`src/vtps_defines.svh`:
```
// Constants of the video test pattern selection block.
// Assumes it is included by bare name from the package, the ramp and the top design file.
`ifndef VTPS_DEFINES_SVH
`define VTPS_DEFINES_SVH

// Register indices; the byte address is four times the index
`define VTPS_IDX_TXPWR 8'h63
`define VTPS_IDX_PATCTL 8'h64
`define VTPS_IDX_PATCFG 8'h65
`define VTPS_IDX_CUST_R 8'h70
`define VTPS_IDX_CUST_G 8'h71
`define VTPS_IDX_CUST_B 8'h72
`define VTPS_IDX_FRAMES 8'h73
`define VTPS_IDX_STATUS 8'h74

// Reset values
`define VTPS_RST_TXPWR 8'h00
`define VTPS_RST_PATCTL 8'h10
`define VTPS_RST_PATCFG 8'h00
`define VTPS_RST_CUST 8'h00
`define VTPS_RST_FRAMES 8'h01

// Field positions
`define VTPS_BIT_PWDN 0
`define VTPS_SEL_HI 7
`define VTPS_SEL_LO 4
`define VTPS_BIT_COMPL 3
`define VTPS_BIT_BARS 2
`define VTPS_BIT_BANDREV 1
`define VTPS_BIT_GEN_EN 0
`define VTPS_BIT_INVERT 1
`define VTPS_BIT_ASCROLL 0

// Select codes
`define VTPS_SEL_FIRST 4'h1
`define VTPS_SEL_LAST 4'he

// Ramp level count per colour channel and top ramp level
`define VTPS_LEVELS 16'h0100
`define VTPS_LEVEL_MAX 8'hff

`endif

```
`src/vtps_pkg.sv`:
```
// Types shared by the video test pattern selection block.
// Assumes vtps_defines.svh is on the include path.
package vtps_pkg;
  `include "vtps_defines.svh"

  // One pixel, eight bits per channel
  typedef struct packed {
    logic [7:0] r;
    logic [7:0] g;
    logic [7:0] b;
  } vtps_rgb_t;

  // Fixed pattern select codes
  typedef enum logic [3:0] {
    VTPS_P_RSVD0 = 4'b0000,
    VTPS_P_WHITE = 4'b0001,
    VTPS_P_BLACK = 4'b0010,
    VTPS_P_RED = 4'b0011,
    VTPS_P_GREEN = 4'b0100,
    VTPS_P_BLUE = 4'b0101,
    VTPS_P_HR_W = 4'b0110,
    VTPS_P_HR_R = 4'b0111,
    VTPS_P_HR_G = 4'b1000,
    VTPS_P_HR_B = 4'b1001,
    VTPS_P_VR_W = 4'b1010,
    VTPS_P_VR_R = 4'b1011,
    VTPS_P_VR_G = 4'b1100,
    VTPS_P_VR_B = 4'b1101,
    VTPS_P_CUSTOM = 4'b1110,
    VTPS_P_RSVD15 = 4'b1111
  } vtps_sel_t;

  // Register write request from the bus front end
  typedef struct packed {
    logic stb;
    logic [7:0] idx;
    logic [7:0] data;
  } vtps_wr_t;
endpackage

```
`src/vtps_ramp.sv`:
```
// Even spread of 256 levels over a span of steps by error accumulation.
// Assumes the span is at least the level count and at most 2^W-1 steps.
`include "vtps_defines.svh"

module vtps_ramp #(
  parameter int W = 12
) (
  input wire logic clk_i,
  input wire logic rst_i,
  input wire logic restart_i,
  input wire logic step_i,
  input wire logic [W-1:0] span_i,
  output logic [7:0] level_o
);
  import vtps_pkg::*;

  logic [W:0] acc_q; // Error accumulator
  logic [W:0] acc_sum; // Accumulator plus one step worth of levels
  logic [7:0] level_q; // Present level

  // One step adds levels, one level costs one span
  assign acc_sum = acc_q + (W+1)'(`VTPS_LEVELS);

  // Level and accumulator update
  always_ff @(posedge clk_i) begin
    if (rst_i || restart_i) begin
      acc_q <= '0;
      level_q <= '0;
    end else if (step_i) begin
      if (acc_sum >= {1'b0, span_i}) begin
        acc_q <= acc_sum - {1'b0, span_i};
        // Saturate so the last step never wraps to black
        if (level_q != `VTPS_LEVEL_MAX) begin
          level_q <= level_q + 8'h01;
        end
      end else begin
        acc_q <= acc_sum;
      end
    end
  end

  assign level_o = level_q;
endmodule

```
`src/vtps_wb_slave.sv`:
```
// Classic Wishbone slave front end: decode, acknowledge, read data latch.
// Assumes a single-cycle classic master that holds its request until ack.
module vtps_wb_slave (
  input wire logic clk_i,
  input wire logic rst_i,
  input wire logic cyc_i,
  input wire logic stb_i,
  input wire logic we_i,
  input wire logic [9:0] adr_i,
  input wire logic [3:0] sel_i,
  input wire logic [31:0] dat_i,
  output logic [31:0] dat_o,
  output logic ack_o,
  output logic [7:0] rd_idx_o,
  input wire logic [7:0] rd_val_i,
  output vtps_pkg::vtps_wr_t wr_o
);
  import vtps_pkg::*;

  logic ack_q; // Acknowledge, one cycle after the request
  logic [31:0] dat_q; // Latched read data

  assign rd_idx_o = adr_i[9:2];

  // Acknowledge every request once, then drop it
  always_ff @(posedge clk_i) begin
    if (rst_i) begin
      ack_q <= 1'b0;
    end else begin
      ack_q <= cyc_i && stb_i && !ack_q;
    end
  end

  // Read data captured with the acknowledge; upper bits read zero
  always_ff @(posedge clk_i) begin
    if (rst_i) begin
      dat_q <= '0;
    end else if (cyc_i && stb_i && !ack_q) begin
      dat_q <= {24'h000000, rd_val_i};
    end
  end

  // Write lands at the edge that sees ack high, low byte lane only
  assign wr_o.stb = cyc_i && stb_i && we_i && ack_q && sel_i[0];
  assign wr_o.idx = adr_i[9:2];
  assign wr_o.data = dat_i[7:0];

  assign ack_o = ack_q;
  assign dat_o = dat_q;
endmodule

```
`src/vtps_top.sv`:
```
// Test pattern selection and loop-through transmitter power-down control.
// Assumes external timing: active enable, frame start pulse and active sizes
// arrive synchronous to clk_i; registers are reached over classic Wishbone.
//
// The Wishbone slave port is this design's own decision.

`include "vtps_defines.svh"

module vtps_top #(
  parameter int W = 12
) (
  input wire logic clk_i,
  input wire logic rst_i,
  input wire logic wb_cyc_i,
  input wire logic wb_stb_i,
  input wire logic wb_we_i,
  input wire logic [9:0] wb_adr_i,
  input wire logic [3:0] wb_sel_i,
  input wire logic [31:0] wb_dat_i,
  output logic [31:0] wb_dat_o,
  output logic wb_ack_o,
  input wire logic de_i,
  input wire logic frame_start_i,
  input wire logic [W-1:0] h_active_i,
  input wire logic [W-1:0] v_active_i,
  input wire vtps_pkg::vtps_rgb_t video_i,
  output vtps_pkg::vtps_rgb_t pixel_o,
  output logic pixel_de_o,
  output logic pattern_active_o,
  output logic loopthru_tx_powerdown_o
);
  import vtps_pkg::*;

  // Reset images, held as constants so single bits can be picked out
  localparam logic [7:0] RST_TXPWR = `VTPS_RST_TXPWR;
  localparam logic [7:0] RST_PATCFG = `VTPS_RST_PATCFG;

  // Register state
  logic loopthru_tx_powerdown_q; // Monitor transmitter power-down
  logic [7:0] test_pattern_control_q; // Pattern control register
  logic pattern_invert_q; // Inverted colour variant
  logic auto_scroll_enable_q; // Automatic pattern stepping
  logic [7:0] custom_red_level_q; // Custom colour, red
  logic [7:0] custom_green_level_q; // Custom colour, green
  logic [7:0] custom_blue_level_q; // Custom colour, blue
  logic [7:0] scroll_frames_q; // Frames per pattern in auto-scroll

  // Control fields
  logic [3:0] fixed_pattern_select;
  logic compliance_pattern_enable;
  logic color_bar_enable;
  logic band_order_reverse;
  logic pattern_gen_enable;

  // Bus front end
  vtps_wr_t wr;
  logic [7:0] rd_idx;
  logic [7:0] rd_val;

  // Auto-scroll state
  logic [3:0] scroll_sel_q; // Pattern shown by auto-scroll
  logic [7:0] frame_cnt_q; // Frames shown of the present pattern
  logic [3:0] active_sel; // Select code in effect

  // Ramp timing
  logic de_q; // Enable one cycle late, for edges
  logic line_start;
  logic line_end;
  logic [7:0] h_level;
  logic [7:0] v_level;

  // Pattern assembly
  vtps_rgb_t fixed_px;
  vtps_rgb_t bar_px;
  vtps_rgb_t band_px;
  vtps_rgb_t chosen_px;
  vtps_rgb_t pixel_q;
  logic pixel_de_q;

  assign fixed_pattern_select = test_pattern_control_q[`VTPS_SEL_HI:`VTPS_SEL_LO];
  assign compliance_pattern_enable = test_pattern_control_q[`VTPS_BIT_COMPL];
  assign color_bar_enable = test_pattern_control_q[`VTPS_BIT_BARS];
  assign band_order_reverse = test_pattern_control_q[`VTPS_BIT_BANDREV];
  assign pattern_gen_enable = test_pattern_control_q[`VTPS_BIT_GEN_EN];

  // Register access front end
  vtps_wb_slave u_wb (
    .clk_i(clk_i),
    .rst_i(rst_i),
    .cyc_i(wb_cyc_i),
    .stb_i(wb_stb_i),
    .we_i(wb_we_i),
    .adr_i(wb_adr_i),
    .sel_i(wb_sel_i),
    .dat_i(wb_dat_i),
    .dat_o(wb_dat_o),
    .ack_o(wb_ack_o),
    .rd_idx_o(rd_idx),
    .rd_val_i(rd_val),
    .wr_o(wr)
  );

  // Power-down register; only bit 0 is writable
  always_ff @(posedge clk_i) begin
    if (rst_i) begin
      loopthru_tx_powerdown_q <= RST_TXPWR[`VTPS_BIT_PWDN];
    end else if (wr.stb && wr.idx == `VTPS_IDX_TXPWR) begin
      loopthru_tx_powerdown_q <= wr.data[`VTPS_BIT_PWDN];
    end
  end

  // Pattern control register
  always_ff @(posedge clk_i) begin
    if (rst_i) begin
      test_pattern_control_q <= `VTPS_RST_PATCTL;
    end else if (wr.stb && wr.idx == `VTPS_IDX_PATCTL) begin
      test_pattern_control_q <= wr.data;
    end
  end

  // Pattern configuration register
  always_ff @(posedge clk_i) begin
    if (rst_i) begin
      pattern_invert_q <= RST_PATCFG[`VTPS_BIT_INVERT];
      auto_scroll_enable_q <= RST_PATCFG[`VTPS_BIT_ASCROLL];
    end else if (wr.stb && wr.idx == `VTPS_IDX_PATCFG) begin
      pattern_invert_q <= wr.data[`VTPS_BIT_INVERT];
      auto_scroll_enable_q <= wr.data[`VTPS_BIT_ASCROLL];
    end
  end

  // Custom colour registers
  always_ff @(posedge clk_i) begin
    if (rst_i) begin
      custom_red_level_q <= `VTPS_RST_CUST;
      custom_green_level_q <= `VTPS_RST_CUST;
      custom_blue_level_q <= `VTPS_RST_CUST;
    end else if (wr.stb) begin
      if (wr.idx == `VTPS_IDX_CUST_R) begin
        custom_red_level_q <= wr.data;
      end
      if (wr.idx == `VTPS_IDX_CUST_G) begin
        custom_green_level_q <= wr.data;
      end
      if (wr.idx == `VTPS_IDX_CUST_B) begin
        custom_blue_level_q <= wr.data;
      end
    end
  end

  // Auto-scroll frame count register
  always_ff @(posedge clk_i) begin
    if (rst_i) begin
      scroll_frames_q <= `VTPS_RST_FRAMES;
    end else if (wr.stb && wr.idx == `VTPS_IDX_FRAMES) begin
      scroll_frames_q <= wr.data;
    end
  end

  // Read multiplexer; unmapped indices read zero
  always_comb begin
    rd_val = 8'h00;
    unique case (rd_idx)
      `VTPS_IDX_TXPWR: rd_val = {7'h00, loopthru_tx_powerdown_q};
      `VTPS_IDX_PATCTL: rd_val = test_pattern_control_q;
      `VTPS_IDX_PATCFG: rd_val = {6'h00, pattern_invert_q, auto_scroll_enable_q};
      `VTPS_IDX_CUST_R: rd_val = custom_red_level_q;
      `VTPS_IDX_CUST_G: rd_val = custom_green_level_q;
      `VTPS_IDX_CUST_B: rd_val = custom_blue_level_q;
      `VTPS_IDX_FRAMES: rd_val = scroll_frames_q;
      // Live state: pattern in effect, generator running
      `VTPS_IDX_STATUS: rd_val = {active_sel, 3'h0, pattern_active_o};
      default: rd_val = 8'h00;
    endcase
  end

  // Auto-scroll: step through codes 1..14 every programmed frame count
  always_ff @(posedge clk_i) begin
    if (rst_i) begin
      scroll_sel_q <= `VTPS_SEL_FIRST;
      frame_cnt_q <= '0;
    end else if (!auto_scroll_enable_q || !pattern_gen_enable) begin
      // Hold the scroll start at the first code when scrolling is off
      scroll_sel_q <= `VTPS_SEL_FIRST;
      frame_cnt_q <= '0;
    end else if (frame_start_i) begin
      if (frame_cnt_q + 8'h01 >= scroll_frames_q) begin
        frame_cnt_q <= '0;
        if (scroll_sel_q == `VTPS_SEL_LAST) begin
          scroll_sel_q <= `VTPS_SEL_FIRST;
        end else begin
          scroll_sel_q <= scroll_sel_q + 4'h1;
        end
      end else begin
        frame_cnt_q <= frame_cnt_q + 8'h01;
      end
    end
  end

  // Scrolling overrides the fixed select field
  assign active_sel = auto_scroll_enable_q ? scroll_sel_q : fixed_pattern_select;

  // Line edges from the active enable
  always_ff @(posedge clk_i) begin
    if (rst_i) begin
      de_q <= 1'b0;
    end else begin
      de_q <= de_i;
    end
  end

  assign line_start = de_i && !de_q;
  assign line_end = !de_i && de_q;

  // Horizontal ramp: restarts each line, steps each active pixel
  // Stepping on the live enable lets the last pixel of a line reach full scale
  vtps_ramp #(.W(W)) u_hramp (
    .clk_i(clk_i),
    .rst_i(rst_i),
    .restart_i(line_end || frame_start_i),
    .step_i(de_i),
    .span_i(h_active_i),
    .level_o(h_level)
  );

  // Vertical ramp: restarts each frame, steps each active line
  vtps_ramp #(.W(W)) u_vramp (
    .clk_i(clk_i),
    .rst_i(rst_i),
    .restart_i(frame_start_i),
    .step_i(line_end),
    .span_i(v_active_i),
    .level_o(v_level)
  );

  // Fixed pattern colours before inversion
  always_comb begin
    fixed_px = '0;
    unique case (active_sel)
      VTPS_P_WHITE: fixed_px = '{8'hff, 8'hff, 8'hff};
      VTPS_P_BLACK: fixed_px = '{8'h00, 8'h00, 8'h00};
      VTPS_P_RED: fixed_px = '{8'hff, 8'h00, 8'h00};
      VTPS_P_GREEN: fixed_px = '{8'h00, 8'hff, 8'h00};
      VTPS_P_BLUE: fixed_px = '{8'h00, 8'h00, 8'hff};
      VTPS_P_HR_W: fixed_px = '{h_level, h_level, h_level};
      VTPS_P_HR_R: fixed_px = '{h_level, 8'h00, 8'h00};
      VTPS_P_HR_G: fixed_px = '{8'h00, h_level, 8'h00};
      VTPS_P_HR_B: fixed_px = '{8'h00, 8'h00, h_level};
      VTPS_P_VR_W: fixed_px = '{v_level, v_level, v_level};
      VTPS_P_VR_R: fixed_px = '{v_level, 8'h00, 8'h00};
      VTPS_P_VR_G: fixed_px = '{8'h00, v_level, 8'h00};
      VTPS_P_VR_B: fixed_px = '{8'h00, 8'h00, v_level};
      VTPS_P_CUSTOM: begin
        fixed_px = '{custom_red_level_q, custom_green_level_q, custom_blue_level_q};
      end
      // Reserved codes show black
      default: fixed_px = '0;
    endcase
  end

  // Eight bars across the line, taken from the top ramp bits
  always_comb begin
    bar_px = '0;
    unique case (h_level[7:5])
      3'h0: bar_px = '{8'hff, 8'hff, 8'hff};
      3'h1: bar_px = '{8'hff, 8'hff, 8'h00};
      3'h2: bar_px = '{8'h00, 8'hff, 8'hff};
      3'h3: bar_px = '{8'h00, 8'hff, 8'h00};
      3'h4: bar_px = '{8'hff, 8'h00, 8'hff};
      3'h5: bar_px = '{8'hff, 8'h00, 8'h00};
      3'h6: bar_px = '{8'h00, 8'h00, 8'hff};
      3'h7: bar_px = '{8'h00, 8'h00, 8'h00};
    endcase
  end

  // Four quadrant bands: top left, top right, bottom left, bottom right
  always_comb begin
    band_px = '0;
    unique case ({v_level[7], h_level[7]})
      2'b00: begin
        // Top left: yellow, or blue when reversed
        band_px = band_order_reverse ? vtps_rgb_t'{8'h00, 8'h00, 8'hff}
                                     : vtps_rgb_t'{8'hff, 8'hff, 8'h00};
      end
      2'b01: band_px = '{8'h00, 8'hff, 8'hff};
      2'b10: begin
        // Bottom left: blue, or yellow when reversed
        band_px = band_order_reverse ? vtps_rgb_t'{8'hff, 8'hff, 8'h00}
                                     : vtps_rgb_t'{8'h00, 8'h00, 8'hff};
      end
      2'b11: band_px = '{8'hff, 8'h00, 8'h00};
    endcase
  end

  // Source priority: compliance, then bars, then select field
  always_comb begin
    chosen_px = fixed_px;
    if (compliance_pattern_enable) begin
      chosen_px = band_px;
    end else if (color_bar_enable) begin
      chosen_px = bar_px;
    end
  end

  // Output pixel: pattern when enabled, else the incoming video
  always_ff @(posedge clk_i) begin
    if (rst_i) begin
      pixel_q <= '0;
      pixel_de_q <= 1'b0;
    end else begin
      pixel_de_q <= de_i;
      if (!pattern_gen_enable) begin
        pixel_q <= video_i;
      end else if (!de_i) begin
        pixel_q <= '0; // Blanking stays black
      end else if (pattern_invert_q) begin
        pixel_q <= ~chosen_px;
      end else begin
        pixel_q <= chosen_px;
      end
    end
  end

  assign pixel_o = pixel_q;
  assign pixel_de_o = pixel_de_q;
  assign pattern_active_o = pattern_gen_enable;
  assign loopthru_tx_powerdown_o = loopthru_tx_powerdown_q;
endmodule

```
`config.mk`:
```
export PLATFORM = sky130hd
export DESIGN_NAME = vtps_top
export DESIGN_NICKNAME = d
export VERILOG_FILES = /design/src/vtps_pkg.sv /design/src/vtps_ramp.sv /design/src/vtps_wb_slave.sv /design/src/vtps_top.sv
export VERILOG_INCLUDE_DIRS = /design/src
export SDC_FILE = /design/constraint.sdc
export NUM_CORES = 1
export LEC_CHECK = 0
export BUFFER_PORTS_ARGS = -buffer_cell sky130_fd_sc_hd__buf_4
export CORE_ASPECT_RATIO = 0.8
export CORE_MARGIN = 1
export CORE_UTILIZATION = 60
export DETAILED_ROUTE_END_ITERATION = 8
export PLACE_DENSITY = 0.84
export SKIP_CTS_REPAIR_TIMING = 1
export SLEW_MARGIN = 20
export SYNTH_ARGS = -nofsm -noshare
export SYNTH_HDL_FRONTEND = slang
export SYNTH_HIERARCHICAL = 1
export SYNTH_SLANG_ARGS = --single-unit
```
`constraint.sdc`:
```
create_clock -name clk_i -period 7.25 [get_ports clk_i]
set_clock_uncertainty 0.1 [all_clocks]
set_input_delay 0.725 -clock clk_i [delete_from_list [all_inputs] [get_ports clk_i]]
set_output_delay 0.725 -clock clk_i [all_outputs]
set_load 0.05 [all_outputs]
```
* Word-level counts from Yosys, hierarchy flattened
Memory sizes are Yosys's and may differ from the RTL's. A register that Yosys moved wholly into a read port is not among the register bits.
Index checks and enable logic that the tools add are counted.
** Storage, ports and cells
- Input bits :: 101
- Memories kept :: 1
- Register bits :: 131
- Output and inout bits :: 60
- Word-level logic and storage cells :: 103
- Bits in read-only memories :: 192
** Memory list
- (no name shown) :: depth 8, bits a word 24, rd ports 1, clocked after memory_dff 1, write ports 0, RTL line vtps_top.sv:264 : unique case (h_level[7:5])
** Operators by class
- Muxes and demuxes :: 17
- Order comparisons :: 3
- Reductions and logical operators :: 26
- Equal/unequal tests :: 27
- Bitwise logic cells :: 1
- Add/sub/neg operators :: 8
** Operators by type and width (number)
- case mux 24 bit (13 select lines) :: 1
- 2-to-1 mux 24 bit :: 7
- case mux 24 bit (4 select lines) :: 1
- == test 8 x 7 -> 1 bit (second input constant) :: 8
- case mux 8 bit (8 select lines) :: 1
- == test 4 bit (second input constant) :: 8
- adder 13 x 9 -> 13 bit (second input constant) :: 2
- >= comparator 13 x 12 -> 1 bit :: 2
- 2-to-1 mux 13 bit :: 2
- subtractor 13 x 12 -> 13 bit :: 2
- adder 8 x 1 -> 8 bit (second input constant) :: 3
- inverter 24 bit :: 1
- == test 4 x 3 -> 1 bit (second input constant) :: 4
- inequality test 8 bit (second input constant) :: 2
- logical AND 1 bit :: 10
- >= comparator 8 bit :: 1
- 2-to-1 mux 4 bit :: 2
- 2-to-1 mux 8 bit :: 1
- AND reduction 2 bit :: 4
- 2-to-1 mux 3 bit :: 2
- AND reduction 3 bit :: 2
- adder 4 x 1 -> 4 bit (second input constant) :: 1
- == test 2 bit (second input constant) :: 2
- == test 4 x 1 -> 1 bit (second input constant) :: 1
- 6 further kinds :: 12

* Longest topological paths before layout
- Word-level depth :: 9
- Gate-level depth with buffers :: 11
- Depth with buffers taken out :: 11

* By module
Netlist, hierarchy kept.
** By module, submodules not included
- vtps_top :: cells each 640, area an instance 5345.1 um^2, seq. area each 1601.5 um^2, instances 1
- vtps_ramp at u_vramp :: cells each 211, area an instance 1707.9 um^2, seq. area each 420.4 um^2, instances 1
- vtps_ramp at u_hramp :: cells each 201, area an instance 1615.3 um^2, seq. area each 420.4 um^2, instances 1
- vtps_wb_slave :: cells each 89, area an instance 765.7 um^2, seq. area each 180.2 um^2, instances 1

* Worst setup path before layout
No wires, ideal clock.
- Path type :: input -> register
- From :: input v_active_i[4]
- To :: register u_vramp.level_q[6] (netlist: u_vramp/level_o[6])
- Arrival time :: 2598 ps
- Path slack :: 4428 ps
- Data required time :: 7026 ps
- Path buffers :: 0
- Stages :: 8
- Library setup time :: 124 ps
- Path through :: inv_1 ha_1 and2_4 a221oi_4 a311oi_4 o31ai_2 nor3_1 mux2i_1
** On the way
- Word-level cells in the longest chain between the ends :: 2
** Ends and longest elaborated chain
- start: declaration :: RTL line vtps_top.sv:25 : input wire logic [W-1:0] v_active_i,
- >= comparator 13 x 12 -> 1 bit :: RTL line vtps_ramp.sv:30 : if (acc_sum >= {1'b0, span_i}) begin
- AND reduction 3 bit (no source line)
- end signal: assignment :: RTL line vtps_ramp.sv:34 : level_q <= level_q + 8'h01;
- end: declaration :: RTL line vtps_ramp.sv:19 : logic [7:0] level_q;
No other way between the ends.
A chain may end at the register's enable or synchronous reset.

* Worst setup path in the final report
- From :: register frame_cnt_q[4]
- To :: register frame_cnt_q[4]
** On the way
- Word-level cells in the longest chain between the ends :: 3
** Ends and longest elaborated chain
- start: declaration :: RTL line vtps_top.sv:62 : logic [7:0] frame_cnt_q;
- start signal: assignment :: RTL line vtps_top.sv:195 : frame_cnt_q <= frame_cnt_q + 8'h01;
- adder 8 x 1 -> 8 bit (*) :: RTL line vtps_top.sv:187, vtps_top.sv:195
- >= comparator 8 bit :: RTL line vtps_top.sv:187 : if (frame_cnt_q + 8'h01 >= scroll_frames_q) begin
- 2-to-1 mux 8 bit (*) :: RTL line vtps_top.sv:187
Mark *: on every way between the ends. The rest lies on a longest branch, timed or not.

==> metrics.md <==
| Metric | Value |
|---|---|
| Pwr dens | 173 nW/um^2 |
| Post-synthesis cell count | 1,141 |
| Routed Wire Length | 27.1 mm |
| DRT Pass-1 Iters | 7 |
| Commonest non-fill, non-tap cell in the layout | dfxtp_1 |
| Hpwl dp | 19.4 mm |
| Crit path launch type | register |
| CTS tree | yes |
| Max Fanout on Critical Path | 10 |
| Register bit total from synthesis | approximately 130 |
| Site Rows | 40 |
| Min Tclk post-route | around 3.1 ns |
| Max H-tree Level | 4 |
| HP Class | register to register |
| Setup TNS | 0 ns |
| Reg2reg start | frame_cnt_q[4] |
| # diodes | 0 |
| Synth Area in Compound Gates | 0.246 |
| WP data arrival | 3.41 ns |
| Synth Cell Area | 9430 sq um |
| Pins over their slew limit | 0 |
| Worst reg2reg setup slack | 4.11 ns |
| Worst hold slack | 0.360 ns |
| PortBufs | 107 |
| Worst EP required | 7.51 ns |
| # fillers | 1,210 |
| Layout cell share with drive strength beyond 1 | 0.163 |
| Setup slack after layout | 4.11 ns |
| Post-synth EDFFs | 0 |
| Mux cell area share after synthesis | 0.0912 |
| Clk_lat worst skew | 0.44 ns |
| CP peak stage delay | around 0.59 ns |
| Synth Warn # | 6 |
| Num Clock Sinks | 131 |
| Gpl congestion | 0.972 |
| Met3 usage | 0.0744 |
| GRT Total Usage | 0.340 |
| Sequential cell area fraction in the yosys report | 0.278 |
| Slew headroom | 0.297 |
| Simple-gate area share of the yosys netlist | 0.206 |
| Die width | 142 um |
| Largest net degree at the start of global routing | 69 |
| Busiest grt layer | met2 |
| DRC Markers | 0 |
| Syn_area_per_cell | 8.27 sq um |
| Crit. End Element | register |
| Most common flop cell mapped by yosys | dfxtp_1 |
| Register area | around 2600 sq um |
| First-pass GRT wire length | 42.6 mm |
| Multi-input gate area | 6050 sq um |
| Met2 Usage GRT | 0.504 |
| Count of cell types in the netlist | 102 |
| CTS clock-pin slew for the worst setup and hold paths | approximately 0.060 ns |
| Met1 Usage GRT | 0.482 |
| Initial antenna violation count | 0 |
| Reg-to-Reg End | frame_cnt_q[4] |
| Post-Synth Adder-Cell Area | 0.0533 |
| Worst-margin pin slew | 1.05 ns |
| Leak | 4.17 nW |
| Slowest CP cell | a21oi_1 |
| Die Y | ~110 um |
| Hold Crit Endpoint | u_vramp/acc_q[3] |
| Routed vias/inst | roughly 6.4 |
| Critical path class | register to register |
| Crit path cell chain | and3_1, nand3_1, nor2_1, xor2_1, ha_1, a21oi_1, o21ai_0, a21oi_1, nand2_1, or4_1, o21ai_0 |
| Maximum buffer depth of the clock tree | 2 |
| RSZ-0062 raised after global routing | no |
| Initial Util | 0.622 |
| Total grt overflow | 0 |
| XOR/XNOR share of the synthesized area | 0.0342 |
| Num ports | ~160 |
| Source of the worst hold timing path | u_vramp/acc_q[3] |
| Post-synth ARST share | 0 |
| Pre-CTS WS | ~3.9 ns |
| Root Driver | clkbuf_16 |
| Cell depth of the worst hold path | 2 |
| Core Footprint | 15,200 sq um |
| Final setup violation count | 0 |
| Outcome | finished clean |
| FF-to-FF path depth | 11 |
| Vias | 9,007 |
| Main combinational cell family by area after synthesis | compound AO/OA/AOI/OAI gates |
| Final hold vios | 0 |
| Per-cell routed wire length | 19.2 um |
| Synth-to-Final Area Change | 11.6% |
| Most frequent cells in the layout | dfxtp_1 (131), buf_4 (108), nor2_1 (100) |
| DRT iter0 DRCs | 1,149 |
| F_max | between 300 and 400 MHz |
| Die area | 16,200 sq um |
| Fin crit share | 0.434 |
| MaxCap Viol Count | 0 |
| DRT antenna net count | 0 |
| TritonCTS buffer count | 17 |
| Nets | 1,328 |
| Peak supply drop | about 0.00017 V |
| Number of global-route vias before repair | 8,135 |
==> cells by family (layout without fill, tap and decap cells) <==
| kind of cell | count (synthesis) | count (layout) |
|---|---|---|
| AND/OR/NAND/NOR | 376 | 376 |
| AO/OA/AOI/OAI | 325 | 325 |
| buffers and inverters | 156 | 193 |
| flip-flops | 131 | 131 |
| multiplexers | 77 | 77 |
| adder cells (fa/ha/maj) | 39 | 39 |
| XOR/XNOR | 36 | 36 |
| other | 1 | 24 |
==> routing by layer <==
metal | routed length, um | vias up
met5 | 0 | -
met4 | 756 | 0
met3 | 2830 | 80
met2 | 11500 | 540
met1 | 12000 | 4185
li1 | - | 4202
==> flip-flops by register name, summed over array words and instances, names as in the netlist, 4 cells and up <==
| register | cells |
|---|---|
| scroll_sel_q | 4 |
| u_vramp/level_o | 8 |
| custom_blue_level_q | 8 |
| u_wb/dat_o | 8 |
| custom_red_level_q | 8 |
| u_hramp/level_o | 8 |
| pixel_o | 24 |
| u_vramp/acc_q | 13 |
| test_pattern_control_q | 8 |
| frame_cnt_q | 8 |
| scroll_frames_q | 8 |
| custom_green_level_q | 8 |
| u_hramp/acc_q | 13 |
==> through the flow <==
step / util / total power [mW] / instance area, sq um / instances
floorplan: - / 0.932 / 9520 / 1164
global placement: 0.656 / 0.972 / 9940 / 1379
detailed placement: 0.656 / 0.977 / 9940 / 1379
CTS: 0.694 / 1.82 / 10500 / 1411
global route: 0.694 / 1.88 / 10500 / 1411
finish: 0.694 / 1.82 / 10500 / 1411
==> cells in the mapped netlist (5+ instances only) <==
cell,n,area (sq um)
nand3_1,34,170
o21ai_0,46,230
buf_6,6,67.6
o22ai_1,8,50.1
dfxtp_1,131,2620
mux4_2,7,158
or3_1,10,62.6
a221oi_1,10,87.6
nand3b_1,6,45.0
a22oi_1,18,135
a21boi_0,13,97.6
a221o_1,5,50.1
ha_1,37,463
xnor2_1,19,166
clkbuf_1,27,101
nor3b_1,5,37.5
nand2_1,89,334
a31oi_1,15,93.8
mux2i_1,68,681
a211oi_1,13,97.6
nand2b_1,32,200
buf_2,17,85.1
a21oi_1,67,335
nor2_1,101,379
o21ai_1,16,80.1
o211ai_1,15,113
a32o_1,5,50.1
o221ai_1,9,78.8
nor3_1,21,105
a211o_1,6,52.6
a22o_1,10,87.6
o31a_1,5,43.8
inv_1,53,199
o21a_1,15,113
and3_1,13,81.3
nand4_1,6,37.5
or4_1,7,52.6
nor2b_1,11,68.8
buf_4,48,360
a21o_1,10,75.1
xor2_1,16,140
==> critical path, delay by kind of cell (launching register included) <==
family | cells | cell delay (ns)
flip-flops | 1 | 0.41
AO/OA/AOI/OAI | 4 | 0.92
adder cells (fa/ha/maj) | 1 | 0.29
AND/OR/NAND/NOR | 5 | 1.12
XOR/XNOR | 1 | 0.23
==> cell type report <==
| cell class | instances | area share |
|---|---|---|
| inverter | 53 | 0.0189 |
| sequential | 131 | 0.249 |
| multi-input combinational | 877 | 0.574 |
| tap | 210 | 0.0250 |
| clock buffer | 19 | 0.0430 |
| timing repair buffer | 108 | 0.0770 |
| clock inverter | 13 | 0.0127 |
==> worst max-delay path by stage <==
stage / from / endpoint / slack (ns) / depth (start not counted)
2_1_floorplan: v_active_i[4] / u_vramp/level_o[6] / 4.43 / 8
3_3_place_gp: v_active_i[4] / u_vramp/level_o[6] / 3.99 / 9
3_5_place_dp: v_active_i[4] / u_vramp/level_o[6] / 3.92 / 9
4_1_cts: frame_cnt_q[4] / frame_cnt_q[2] / 4.13 / 11
5_1_grt: frame_cnt_q[0] / frame_cnt_q[4] / 3.77 / 11
6_report: frame_cnt_q[4] / frame_cnt_q[4] / 4.11 / 11
==> power by group <==
group          total, mW  switching (mW)  leakage (nW)  internal [mW]
logic              0.230           0.147          2.82         0.0833
clock network      0.859           0.337         0.285          0.522
registers          0.735         0.00467          1.06          0.730
total               1.82           0.489          4.17           1.34
Power figures use the tool's default switching activity.
